[src/hw/acc_pkg.sv]
// Shared constants and types for the converter clock, rate and serial control.
// Assumes a 20 MHz system clock; the oscillator phase increments below derive from that rate.
package acc_pkg;

  // System clock and the two nominal master clock frequencies, in hertz.
  localparam longint MCLK_HZ = 20000000;
  localparam longint OSC_HZ_LINE0 = 2457600;
  localparam longint OSC_HZ_LINE1 = 2048000;

  // Phase accumulator that models the trimmed internal oscillator.
  localparam int PHASE_W = 24;
  localparam logic [PHASE_W-1:0] NCO_INC_LINE0 =
    PHASE_W'((OSC_HZ_LINE0 << PHASE_W) / MCLK_HZ);
  localparam logic [PHASE_W-1:0] NCO_INC_LINE1 =
    PHASE_W'((OSC_HZ_LINE1 << PHASE_W) / MCLK_HZ);

  // Master clock to modulator sampling clock ratio (divide by ten).
  localparam logic [3:0] MOD_DIV_LAST = 4'h9;

  // Conversion periods in modulator samples; identical for both line
  // frequencies because the sampling clock scales with the master clock.
  localparam int CNT_W = 18;
  localparam logic [CNT_W-1:0] PER_CONT_4 = 18'h0_1000;
  localparam logic [CNT_W-1:0] PER_CONT_5 = 18'h0_0800;
  localparam logic [CNT_W-1:0] PER_CONT_6 = 18'h0_0400;
  localparam logic [CNT_W-1:0] PER_CONT_7 = 18'h0_0200;
  localparam logic [CNT_W-1:0] PER_SING_0 = 18'h3_C000;
  localparam logic [CNT_W-1:0] PER_SING_1 = 18'h1_8000;
  localparam logic [CNT_W-1:0] PER_SING_2 = 18'h0_C000;
  localparam logic [CNT_W-1:0] PER_SING_3 = 18'h0_6000;
  localparam logic [CNT_W-1:0] PER_SING_4 = 18'h0_4000;
  localparam logic [CNT_W-1:0] PER_SING_5 = 18'h0_2000;
  localparam logic [CNT_W-1:0] PER_SING_6 = 18'h0_1000;
  localparam logic [CNT_W-1:0] PER_SING_7 = 18'h0_0800;

  // Command byte layout.
  localparam int CMD_CONV_BIT = 7;
  localparam int CMD_KIND_HI = 6;
  localparam int CMD_ADDR_BIT = 0;
  localparam logic [2:0] RATE_RST = 3'h0;

  // Control register one field positions and reset value.
  localparam int CR1_EXT_CLK = 0;
  localparam int CR1_LINE_FREQ = 1;
  localparam int CR1_SINGLE = 2;
  localparam int CR1_IN_BUF = 3;
  localparam int CR1_UNIPOLAR = 4;
  localparam logic [7:0] CR1_RST = 8'h00;

  // Auxiliary pin register: high nibble direction, low nibble level.
  localparam int AUX_DIR_LSB = 4;
  localparam int AUX_LVL_LSB = 0;
  localparam logic [7:0] AUX_RST = 8'h00;

  localparam int RESULT_W = 20;

  typedef enum logic {
    ACC_CMD_READ = 1'b0,
    ACC_CMD_WRITE = 1'b1
  } acc_cmd_t;

  typedef enum logic [1:0] {
    ACC_FR_CMD = 2'b00,
    ACC_FR_WDATA = 2'b01,
    ACC_FR_RDATA = 2'b10,
    ACC_FR_DONE = 2'b11
  } acc_frame_t;

  typedef enum logic {
    ACC_CV_IDLE = 1'b0,
    ACC_CV_RUN = 1'b1
  } acc_conv_t;

endpackage

[src/hw/acc_ser_if.sv]
// Event and byte stream from the serial receiver to the control core.
// Assumes both ends run on the one system clock.
`timescale 1ns/1ps
interface acc_ser_if;
  logic sel_act;
  logic frame_start;
  logic sclk_rise;
  logic sclk_fall;
  logic byte_stb;
  logic [7:0] byte_dat;
  logic frame_end;

  modport src (
    output sel_act,
    output frame_start,
    output sclk_rise,
    output sclk_fall,
    output byte_stb,
    output byte_dat,
    output frame_end
  );

  modport dst (
    input sel_act,
    input frame_start,
    input sclk_rise,
    input sclk_fall,
    input byte_stb,
    input byte_dat,
    input frame_end
  );
endinterface

[src/hw/acc_ser_rx.sv]
// Serial receiver: synchronises the select, serial clock and data pins and
// assembles data bits into bytes. Assumes the serial clock stays at least
// two system clocks in each phase.
`timescale 1ns/1ps
module acc_ser_rx (
  input wire logic mclk,
  input wire logic rst_n,
  input wire logic sclk_pin,
  input wire logic cs_n_pin,
  input wire logic din_pin,
  acc_ser_if.src ser
);

  logic [2:0] sclk_s_ff;
  logic [2:0] cs_s_ff;
  logic [1:0] din_s_ff;
  logic [2:0] bit_cnt_ff;
  logic [7:0] shift_ff;
  logic stb_ff;
  logic rise;
  logic fall;
  logic sel;

  // Stage 0 of each chain feeds only stage 1.
  always_ff @(posedge mclk or negedge rst_n) begin
    if (!rst_n) begin
      sclk_s_ff <= 3'h0;
      cs_s_ff <= 3'h7;
      din_s_ff <= 2'h0;
    end else begin
      sclk_s_ff <= {sclk_s_ff[1:0], sclk_pin};
      cs_s_ff <= {cs_s_ff[1:0], cs_n_pin};
      din_s_ff <= {din_s_ff[0], din_pin};
    end
  end

  assign sel = !cs_s_ff[1];
  assign rise = sel && sclk_s_ff[1] && !sclk_s_ff[2];
  assign fall = sel && !sclk_s_ff[1] && sclk_s_ff[2];

  // Data is taken on the serial clock rising edge only.
  always_ff @(posedge mclk or negedge rst_n) begin
    if (!rst_n) begin
      bit_cnt_ff <= 3'h0;
      shift_ff <= 8'h00;
      stb_ff <= 1'b0;
    end else begin
      stb_ff <= 1'b0;
      if (!sel) begin
        bit_cnt_ff <= 3'h0;
      end else if (rise) begin
        shift_ff <= {shift_ff[6:0], din_s_ff[1]};
        bit_cnt_ff <= bit_cnt_ff + 3'h1;
        stb_ff <= (bit_cnt_ff == 3'h7);
      end
    end
  end

  assign ser.sel_act = sel;
  assign ser.frame_start = sel && cs_s_ff[2];
  assign ser.frame_end = !sel && !cs_s_ff[2];
  assign ser.sclk_rise = rise;
  assign ser.sclk_fall = fall;
  assign ser.byte_stb = stb_ff;
  assign ser.byte_dat = shift_ff;

endmodule

[src/hw/acc_ctrl.sv]
// Converter control core: master clock selection, modulator clock, rate
// decode, conversion timing, configuration bits, auxiliary pins and the
// shared ready/data output. Assumes a 20 MHz mclk and a serial clock of
// at most 5 MHz with each phase at least two mclk periods long.
//
// Function
// - Sample data pin on serial clock rise.
// - Output pin changes only on clock fall.
// - Output pin is data and low ready.
// - External mode runs from the clock pin.
// - Rates scale with external clock frequency.
// - Line bit picks oscillator frequency.
// - Sampling clock is master divided by ten.
// - Continuous codes 100..111 map to rates.
// - Single-cycle codes 000..111 map to rates.
// - Buffer bit enables analog input buffer.
// - Polarity bit selects unipolar or bipolar.
// - Four register-driven auxiliary pins.
// - Master clock runs and times control.
`timescale 1ns/1ps
module acc_ctrl #(
  parameter int RES_W = acc_pkg::RESULT_W
) (
  input wire logic mclk,
  input wire logic rst_n,
  input wire logic sclk_pin,
  input wire logic cs_n_pin,
  input wire logic din_pin,
  input wire logic ext_clk_pin,
  input wire logic [RES_W-1:0] conv_result,
  output logic rdy_dout_o,
  output logic rdy_dout_oe,
  output logic [3:0] aux_pin_o,
  output logic [3:0] aux_pin_oe,
  output logic external_clock_select,
  output logic line_freq_select,
  output logic single_conversion_mode,
  output logic input_buffer_enable,
  output logic unipolar_select,
  output logic master_tick,
  output logic mod_sample_tick,
  output logic conv_done,
  output logic conv_active,
  output logic [2:0] rate_code
);

  acc_ser_if ser ();

  acc_ser_rx u_rx (
    .mclk(mclk),
    .rst_n(rst_n),
    .sclk_pin(sclk_pin),
    .cs_n_pin(cs_n_pin),
    .din_pin(din_pin),
    .ser(ser)
  );

  // Configuration state.
  logic [7:0] cr1_ff;
  logic [7:0] aux_ff;
  logic [2:0] rate_ff;

  // Clock generation state.
  logic [acc_pkg::PHASE_W-1:0] phase_ff;
  logic nco_tick_ff;
  logic [2:0] ext_s_ff;
  logic ext_tick_ff;
  logic mtick_ff;
  logic [3:0] div_ff;
  logic stick_ff;

  // Conversion state.
  acc_pkg::acc_conv_t cv_ff;
  logic [acc_pkg::CNT_W-1:0] cnt_ff;
  logic [acc_pkg::CNT_W-1:0] period;
  logic done_ff;
  logic [RES_W-1:0] result_ff;
  logic ready_n_ff;

  // Frame state.
  acc_pkg::acc_frame_t fr_ff;
  acc_pkg::acc_frame_t nxt_fr;
  logic waddr_ff;
  logic [RES_W-1:0] rd_sh_ff;
  logic rd_mode_ff;
  logic rd_taken_ff;
  logic dout_ff;
  logic oe_ff;

  logic cmd_byte;
  logic wr_byte;
  logic conv_cmd;

  assign cmd_byte = ser.byte_stb && (fr_ff == acc_pkg::ACC_FR_CMD);
  assign wr_byte = ser.byte_stb && (fr_ff == acc_pkg::ACC_FR_WDATA);
  assign conv_cmd = cmd_byte && ser.byte_dat[acc_pkg::CMD_CONV_BIT];

  // Frame sequencing: a command byte, then a register data byte, the read-out
  // of the held result, or nothing after a conversion command. Extra bytes are ignored until the
  // select goes high.
  always_comb begin
    nxt_fr = fr_ff;
    if (!ser.sel_act) begin
      nxt_fr = acc_pkg::ACC_FR_CMD;
    end else if (cmd_byte) begin
      if (ser.byte_dat[acc_pkg::CMD_CONV_BIT]) begin
        nxt_fr = acc_pkg::ACC_FR_DONE;
      end else if (ser.byte_dat[acc_pkg::CMD_KIND_HI] ==
                   acc_pkg::ACC_CMD_WRITE) begin
        nxt_fr = acc_pkg::ACC_FR_WDATA;
      end else begin
        nxt_fr = acc_pkg::ACC_FR_RDATA;
      end
    end else if (wr_byte) begin
      nxt_fr = acc_pkg::ACC_FR_DONE;
    end
  end

  always_ff @(posedge mclk or negedge rst_n) begin
    if (!rst_n) begin
      fr_ff <= acc_pkg::ACC_FR_CMD;
    end else begin
      fr_ff <= nxt_fr;
    end
  end

  // Register writes; the rate code lives only in the command byte.
  always_ff @(posedge mclk or negedge rst_n) begin
    if (!rst_n) begin
      cr1_ff <= acc_pkg::CR1_RST;
      aux_ff <= acc_pkg::AUX_RST;
      waddr_ff <= 1'b0;
      rate_ff <= acc_pkg::RATE_RST;
    end else begin
      if (cmd_byte) begin
        waddr_ff <= ser.byte_dat[acc_pkg::CMD_ADDR_BIT];
      end
      if (conv_cmd) begin
        rate_ff <= ser.byte_dat[2:0];
      end
      if (wr_byte && !waddr_ff) begin
        cr1_ff <= ser.byte_dat;
      end
      if (wr_byte && waddr_ff) begin
        aux_ff <= ser.byte_dat;
      end
    end
  end

  // Internal oscillator model: a phase accumulator whose carry marks one
  // master clock period at the selected line frequency.
  always_ff @(posedge mclk or negedge rst_n) begin
    if (!rst_n) begin
      phase_ff <= '0;
      nco_tick_ff <= 1'b0;
    end else begin
      {nco_tick_ff, phase_ff} <= {1'b0, phase_ff} +
        {1'b0, cr1_ff[acc_pkg::CR1_LINE_FREQ] ?
         acc_pkg::NCO_INC_LINE1 : acc_pkg::NCO_INC_LINE0};
    end
  end

  // External master clock: synchronised, one tick per rising edge. Any
  // frequency below mclk/2 works and every rate follows it in proportion.
  always_ff @(posedge mclk or negedge rst_n) begin
    if (!rst_n) begin
      ext_s_ff <= 3'h0;
      ext_tick_ff <= 1'b0;
    end else begin
      ext_s_ff <= {ext_s_ff[1:0], ext_clk_pin};
      ext_tick_ff <= ext_s_ff[1] && !ext_s_ff[2];
    end
  end

  // Selected master clock ticks pace the sampling divider and conversion timing.
  always_ff @(posedge mclk or negedge rst_n) begin
    if (!rst_n) begin
      mtick_ff <= 1'b0;
    end else begin
      mtick_ff <= cr1_ff[acc_pkg::CR1_EXT_CLK] ?
                  ext_tick_ff : nco_tick_ff;
    end
  end

  // Modulator sampling clock: one tick per ten master ticks.
  always_ff @(posedge mclk or negedge rst_n) begin
    if (!rst_n) begin
      div_ff <= 4'h0;
      stick_ff <= 1'b0;
    end else begin
      stick_ff <= 1'b0;
      if (mtick_ff) begin
        if (div_ff == acc_pkg::MOD_DIV_LAST) begin
          div_ff <= 4'h0;
          stick_ff <= 1'b1;
        end else begin
          div_ff <= div_ff + 4'h1;
        end
      end
    end
  end

  // Conversion length in modulator samples from mode and rate code.
  always_comb begin
    period = acc_pkg::PER_CONT_4;
    if (cr1_ff[acc_pkg::CR1_SINGLE]) begin
      unique case (rate_ff)
        3'h0: period = acc_pkg::PER_SING_0;
        3'h1: period = acc_pkg::PER_SING_1;
        3'h2: period = acc_pkg::PER_SING_2;
        3'h3: period = acc_pkg::PER_SING_3;
        3'h4: period = acc_pkg::PER_SING_4;
        3'h5: period = acc_pkg::PER_SING_5;
        3'h6: period = acc_pkg::PER_SING_6;
        3'h7: period = acc_pkg::PER_SING_7;
      endcase
    end else begin
      unique case (rate_ff)
        3'h5: period = acc_pkg::PER_CONT_5;
        3'h6: period = acc_pkg::PER_CONT_6;
        3'h7: period = acc_pkg::PER_CONT_7;
        default: period = acc_pkg::PER_CONT_4;
      endcase
    end
  end

  // Conversion timing. A new command restarts the count; single-cycle
  // mode stops after one result, continuous mode keeps going.
  always_ff @(posedge mclk or negedge rst_n) begin
    if (!rst_n) begin
      cv_ff <= acc_pkg::ACC_CV_IDLE;
      cnt_ff <= '0;
      done_ff <= 1'b0;
      result_ff <= '0;
    end else begin
      done_ff <= 1'b0;
      if (conv_cmd) begin
        cv_ff <= acc_pkg::ACC_CV_RUN;
        cnt_ff <= '0;
      end else if (cv_ff == acc_pkg::ACC_CV_RUN && stick_ff) begin
        if (cnt_ff == period - 18'h0_0001) begin
          cnt_ff <= '0;
          done_ff <= 1'b1;
          result_ff <= conv_result;
          if (cr1_ff[acc_pkg::CR1_SINGLE]) begin
            cv_ff <= acc_pkg::ACC_CV_IDLE;
          end
        end else begin
          cnt_ff <= cnt_ff + 18'h0_0001;
        end
      end
    end
  end

  // Ready flag: low once a result is held, high again after it has been
  // read out or a new conversion is commanded. A result landing in the
  // same cycle as the clear keeps the flag low.
  always_ff @(posedge mclk or negedge rst_n) begin
    if (!rst_n) begin
      ready_n_ff <= 1'b1;
    end else if (done_ff) begin
      ready_n_ff <= 1'b0;
    end else if (conv_cmd || (rd_taken_ff && ser.frame_end)) begin
      ready_n_ff <= 1'b1;
    end
  end

  // Shared output. Outside a frame the level tracks the ready flag while
  // the pin is released; inside a frame it moves only on a falling serial
  // clock, showing result bits after a read command and the flag
  // otherwise.
  always_ff @(posedge mclk or negedge rst_n) begin
    if (!rst_n) begin
      rd_sh_ff <= '0;
      rd_mode_ff <= 1'b0;
      rd_taken_ff <= 1'b0;
      dout_ff <= 1'b1;
    end else begin
      if (!ser.sel_act) begin
        rd_mode_ff <= 1'b0;
        rd_taken_ff <= 1'b0;
        dout_ff <= ready_n_ff;
      end else begin
        if (cmd_byte && !ser.byte_dat[acc_pkg::CMD_CONV_BIT] &&
            ser.byte_dat[acc_pkg::CMD_KIND_HI] == acc_pkg::ACC_CMD_READ) begin
          rd_sh_ff <= result_ff;
          rd_mode_ff <= 1'b1;
          rd_taken_ff <= 1'b1;
        end
        if (ser.sclk_fall) begin
          if (rd_mode_ff) begin
            dout_ff <= rd_sh_ff[RES_W-1];
            rd_sh_ff <= {rd_sh_ff[RES_W-2:0], 1'b0};
          end else begin
            dout_ff <= ready_n_ff;
          end
        end
      end
    end
  end

  always_ff @(posedge mclk or negedge rst_n) begin
    if (!rst_n) begin
      oe_ff <= 1'b0;
    end else begin
      oe_ff <= ser.sel_act;
    end
  end

  assign rdy_dout_o = dout_ff;
  assign rdy_dout_oe = oe_ff;
  assign aux_pin_o = aux_ff[acc_pkg::AUX_LVL_LSB +: 4];
  assign aux_pin_oe = aux_ff[acc_pkg::AUX_DIR_LSB +: 4];
  assign external_clock_select = cr1_ff[acc_pkg::CR1_EXT_CLK];
  assign line_freq_select = cr1_ff[acc_pkg::CR1_LINE_FREQ];
  assign single_conversion_mode = cr1_ff[acc_pkg::CR1_SINGLE];
  assign input_buffer_enable = cr1_ff[acc_pkg::CR1_IN_BUF];
  assign unipolar_select = cr1_ff[acc_pkg::CR1_UNIPOLAR];
  assign master_tick = mtick_ff;
  assign mod_sample_tick = stick_ff;
  assign conv_done = done_ff;
  assign conv_active = cv_ff;
  assign rate_code = rate_ff;

endmodule

[config.mk]
export PLATFORM = sky130hd
export DESIGN_NAME = acc_ctrl
export DESIGN_NICKNAME = d
export VERILOG_FILES = /design/src/hw/acc_pkg.sv /design/src/hw/acc_ser_if.sv /design/src/hw/acc_ser_rx.sv /design/src/hw/acc_ctrl.sv
export SDC_FILE = /design/constraint.sdc
export NUM_CORES = 1
export LEC_CHECK = 0
export CORE_MARGIN = 5
export CORE_UTILIZATION = 23
export CTS_CLUSTER_SIZE = 30
export DETAILED_ROUTE_END_ITERATION = 6
export DONT_BUFFER_PORTS = 1
export PLACE_DENSITY = 0.37
export SLEW_MARGIN = 20
export SYNTH_ARGS = -nofsm -noshare
export SYNTH_HDL_FRONTEND = slang
export SYNTH_SLANG_ARGS = --single-unit
[constraint.sdc]
create_clock -name mclk -period 3.4 [get_ports mclk]
set_input_delay 0.17 -clock mclk [delete_from_list [all_inputs] [get_ports mclk]]
set_output_delay 0.17 -clock mclk [all_outputs]
set_load 0.01 [all_outputs]
# After elaboration in Yosys (flattened, before gate mapping)
# Memory sizes are Yosys's and may differ from the RTL's.
# Cells that the tools add are included.
# totals
romBits,56
reg_bits,138
inputBits,26
word_cells,114
mem_count,1
out_inout_bits,22
# memory_table
name,words,word_bits,read_ports,rd_ports_with_merged_regs,write_ports,line_no,source
(no name shown),8,7,1,0,0,acc_ctrl.sv:207,unique case (rate_ff)
# op_classes
addsub,5
n_eq_ne,7
n_reduce_logical,35
bitwise,3
n_mux,36
# ops
cell,count
$mux 18,4
$mux 20,3
$pmux 13 s3,1
$add 24x21->25,1
$mux 1,19
$mux 19,1
$add 18x1->18 const B,1
$eq 18x18->1,1
$sub 18x1->18 const B,1
$logic_and 1x1->1,15
$reduce_bool 2->1,7
$eq 3x3->1 const B,4
$mux 2,5
$logic_not 1->1,7
$mux 3,2
$reduce_and 3->1,2
$add 4x1->4 const B,1
$eq 4x4->1 const B,1
$mux 4,1
$add 3x1->3 const B,1
$not 1->1,3
$reduce_bool 3->1,1
$eq 2x1->1 const B,1
$logic_not 2->1,1
other kinds (2),2

# Longest topological paths before layout
# depth
depth_word,8
depth_mapped,11
ltp_nobuf,10

# Cells and area by module
# A second synthesis with hierarchy kept.
# unflattened
hier_cells,555
area_unflattened_um2,6361.1
# modules_own_cells
module,seq_area_each_um2,cells_each,area_each_um2,n_inst
acc_ctrl,2930.3,510,5631.7,1
acc_ser_rx,504.2,45,729.4,1

# Worst setup path after synthesis
# OpenSTA, ideal clock, no wires.
# synth_timing
kind,flip-flop to flip-flop
start,"register rate_ff[2], in the netlist rate_code[2]"
end,register result_ff[0]
path_stages_with_launch,12
required_time_ps,3275
path_buffers,2
period_less_slack_ps,2902
setup_ps,125
arrival_ps,2777
setup_slack_ps,498
path_cell_list,dfrtp_1 -> buf_4 -> nor2b_1 -> nand3_1 -> ha_1 -> nand4b_1 -> o41ai_1 -> xor2_1 -> or4_4 -> nor4_4 -> buf_6 -> mux2_2
# synth_between
elab_chain_cells,6
word_cells_on_any_way,9
classes_between,1 x add/sub; 4 x eq/ne; 2 x mux; 1 x reduce/logical; 1 x memory
# synth_rtl
element,line_no,source
from (decl),acc_ctrl.sv:61,logic [2:0] rate_ff;
from (signal assigned),acc_ctrl.sv:133,rate_ff <= acc_pkg::RATE_RST;
from (signal assigned),acc_ctrl.sv:139,rate_ff <= ser.byte_dat[2:0];
$eq 3x3->1,acc_ctrl.sv:218,unique case (rate_ff)
$pmux 13 s3,acc_ctrl.sv:218,
$mux 18 (*),acc_ctrl.sv:206,if (cr1_ff[acc_pkg::CR1_SINGLE]) begin
$sub 18x1->18 (*),acc_ctrl.sv:241,if (cnt_ff == period - 18'h0_0001) begin
$eq 18x18->1 (*),acc_ctrl.sv:241,
$reduce_and 3->1 (no source line) (*),-,
to (signal assigned),acc_ctrl.sv:244,result_ff <= conv_result;
to (decl),acc_ctrl.sv:77,logic [RES_W-1:0] result_ff;
# Every way passes the cells marked *; elsewhere a longest branch is shown, timed or not.
# A chain may end at the register's enable or synchronous reset.

# Worst setup path after layout
# layout_timing
start,"register rate_ff[1], in the netlist rate_code[1]"
end,register result_ff[14]
# The elaborated chain is that of the path after synthesis.

==> summary.md <==
| Metric | Value |
|---|---|
| Status | complete, no violations |
| Final-report setup violation count | 0 |
| Final HPWL from detailed placement | 8924 um |
| # Max-Cap Violations | 0 |
| Family of cells with the greatest summed delay on the critical path | simple AND/OR/NAND/NOR gates |
| End of the worst register-to-register path | result_ff[14] |
| Fraction of met3 tracks used by global routing | 2.683% |
| Share of the core filled with cells | 28.26% |
| Post-synth net total | 588 |
| Die outline area | 0.03006 mm^2 |
| Ordered list of cells on the worst path | nand3_1 -> ha_1 -> nand4b_1 -> o41ai_1 -> xor2_1 -> or4_4 -> nor4_4 -> buf_4 -> mux2_2 |
| Worst Hold Slack | 305.8 ps |
| Cells resized by post-CTS repair | 0 |
| GR met2 Demand/Resource | 14.51% |
| Post-synthesis async set-or-reset flop share | 100.0% |
| Via count of the first global-routing pass | 4262 |
| Final clock period utilization by the worst path | 90.12% |
| GRT Max-Usage Layer | met2 |
| Leakage | 3.258 nW |
| Part of the Yosys area used for sequential elements | 55.94% |
| Overflow after GRT | 0 |
| Count of cells along the worst register-to-register path | 9 |
| Buffer levels on the longest clock path | 2 |
| Most used flip-flop cell after synthesis | dfrtp_1 |
| Worst-case headroom to the max-slew limit | 43.18% |
| Unrepaired setup endpoints after global routing | false |
| Worst IR drop on VDD | 257.0 uV |
| Post-route antenna net violation count | 0 |
| Clock power share | 48.7% |
| Xor/xnor cell area share of the yosys netlist | 5.278% |
| Die boundary height | 173.4 um |
| Compound-Gate Fraction of Synth Area | 11.23% |
| Cell with the biggest individual delay on the critical path | dfrtp_1 |
| Clock tree from TritonCTS | yes |
| Fraction of the mapped netlist area in simple logic gates | 14.16% |
| Final critical delay including setup and external delays | 3064 ps |
| Startpoint of the worst-slack reg-to-reg timing path | rate_code[1] |
| I/O Pins | 48 |
| Worst hold path cell count | 1 |
| Sw Ratio | 23.24% |
| Setup Skew | 10.61 ps |
| Number of optimization iterations in the first detailed-route pass | 4 |
| Mapped cell area | 0.006140 mm^2 |
| Average via count per standard cell | 4.477 |
| Sequential power share | 47.6% |
| Area added between synthesis and finish | 20.62% |
| Floorplan row count | 59 |
| Portion of synthesized cell area occupied by the leading cell type | 53.80% |
| Number of distinct standard cells referenced by the synthesized netlist | 56 |
| Warnings, synthesis | 0 |
| Clock insertion delay at the later pin of the skew report | 410 ps |
| Layout net count | 625 |
| Weighted congestion at the end of routability-driven global placement | 0.8006 |
| Die width | 173.4 um |
| All-layer global routing usage | 9.152% |
| Kind of end point of the critical path | register |
| CTS hold repair buffers | 26 |
| Post-Syn Instances | 547 |
| Startpoint of the lowest-slack hold path | sclk_pin |
| I/O Buffers | 0 |
| Most frequently used cell type in the post-synthesis netlist | dfrtp_1 |
| WP buf/inv | 1 |
| Setup total negative slack | 0 ps |
| Global-route wire length before repair | 22510 um |
| Total area of multi-input combinational cells | 0.002582 mm^2 |
| Placeable core region | 0.02621 mm^2 |
| Final non-filler cell total | 931 |
| Wirelength per Cell | 14.48 um |
| Worst Hold Class | input pin to register |
| Initial antenna violation count | 0 |
| Actual slew at the worst max-slew pin | 849.2 ps |
| Synthesized area per cell | 11.22 um^2 |
| Overall routed net length | 13490 um |
| Post-synthesis adder-cell area fraction | 3.220% |
| Remaining routing DRC violations | 0 |
| M1 GR Usage | 12.06% |
| Number of antenna diodes | 0 |
| Sw Pwr | 0.8706 mW |
| Initial core utilization | 23.43% |
| Final Max Slew Viols | 0 |
| Largest net degree at the start of global routing | 138 |
| Number of sinks on the clock net | 137 |
| Hold Crit Endpoint | u_rx.sclk_s_ff[0] |
| Drt initial violations | 186 |
| Number of buffers inserted to repair setup after CTS | 0 |
| Largest family of logic cells by synthesized area | simple AND/OR/NAND/NOR gates |
| Leading cell types by total area after synthesis | dfrtp_1, mux2_2, xnor2_1, ha_1, nor2_1 |
| Worst reg2reg setup slack | 340 ps |
| Worst Path Max Fanout | 20 |
| Most frequent cells after synthesis | dfrtp_1, nor2_1, nand2_1, mux2_2, a21oi_1 |
| Share of power burned in combinational logic | 3.7% |
| Startpoint type of the worst setup path | register |
| Placed Cells | 874 |
| Worst EP arrival | 3360 ps |
| Flip-flop and latch count after synthesis | 137 |
| CTS root buf | clkbuf_16 |
| Int Power | 2.875 mW |
| Highest clock rate | 0.3264 GHz |
| Total vias in the final route | 4168 |
| Pwr Density | 505.8 mW/mm^2 |
| Post-synthesis cell type with the largest combined area | dfrtp_1 |
| Total Power | 3.746 mW |
| Mux share of post-synthesis cell area | 8.172% |
| Worst endpoint required time | 3690 ps |
| Post-CTS clock slew at the launch and capture registers of the worst setup and hold paths | 60 ps |
| Critical Path Max Stage Delay | 610 ps |
| Clock H-tree levels | 4 |
| Number of buffers created by CTS | 17 |
| Category of the critical setup timing path | register to register |
| Count of final hold-check violations | 0 |
| Post-synth EDFFs | 0 |
| Footprint of the flip-flops and latches | 0.003435 mm^2 |
| FILL cells | 2677 |
| Ratio of cells with drive above 1 in the final layout | 15.94% |
## power groups by stage
stage,logic [mW],registers [mW],clock network [mW]
global placement,0.0803,1.81,0
CTS,0.146,1.78,1.89
finish,0.140,1.78,1.82
global route,0.161,1.79,1.95
detailed placement,0.0823,1.81,0
floorplan,0.0734,1.77,0
## cell type report
type	instances	area share, %
Clock inverter	13	1.943
Timing Repair Buffer	36	4.764
Clock buffer	18	5.930
Sequential cell	137	46.38
Multi-Input combinational cell	383	34.87
Inverter	9	0.4562
Tap cell	335	5.660
## metrics by stage
stage	instance area, um^2	worst slack, ps
final	7406	335.8
after detailed placement	6545	302.8
after floorplan	6140	497.8
after global routing	7406	28.04
after global placement	6545	404.1
after CTS	7406	280.8
## worst max-delay path by stage
stage                 startpoint       endpoint  slack (ps)  depth (start not counted)
global placement    rate_code[1]  result_ff[16]         400                          9
CTS                 rate_code[1]  result_ff[16]         280                          9
floorplan           rate_code[2]   result_ff[0]         500                         11
global route           cr1_ff[1]   phase_ff[23]          30                         10
detailed placement  rate_code[1]  result_ff[16]         300                          9
finish              rate_code[1]  result_ff[14]         340                          9
## layout by cell type (no fill, tap or decap), types with 10 or more instances in the layout
cell	Yosys	final
buf_4	1	10
nand3_1	15	15
ha_1	15	15
clkbuf_16	0	17
nor3_1	16	16
dlygate4sd3_1	0	25
nand2_1	42	42
a21oi_1	34	34
nor2_1	46	46
o21ai_0	24	24
xor2_1	12	12
o22ai_1	19	19
mux2_2	39	39
dfrtp_1	132	132
xnor2_1	25	25
nor2b_1	11	11
## flip-flops by register name, summed over array words and instances, names as in the netlist, 2 cells and up
| signal | flops |
|---|---|
| u_rx.cs_s_ff | 3 |
| phase_ff | 23 |
| result_ff | 20 |
| u_rx.din_s_ff | 2 |
| u_rx.ser.byte_dat | 8 |
| rd_sh_ff | 20 |
| u_rx.bit_cnt_ff | 3 |
| cnt_ff | 18 |
| cr1_ff | 5 |
| ext_s_ff | 3 |
| u_rx.sclk_s_ff | 3 |
| div_ff | 4 |
| fr_ff | 2 |
| aux_ff | 8 |
| rate_code | 3 |
## logic make-up after synthesis
logic type | Yosys count
simple gates | 172
flops | 137
compound gates | 113
mux | 45
xor+xnor | 37
buf+inv | 27
fa+ha+maj | 16
## layer usage
layer	share of wire (%)	routed length, um
met3	3.0	404
met5	0	0
met1	48	6505
met4	1.5	196
met2	47	6378
Note: power is estimated with default switching activity, not from simulation.
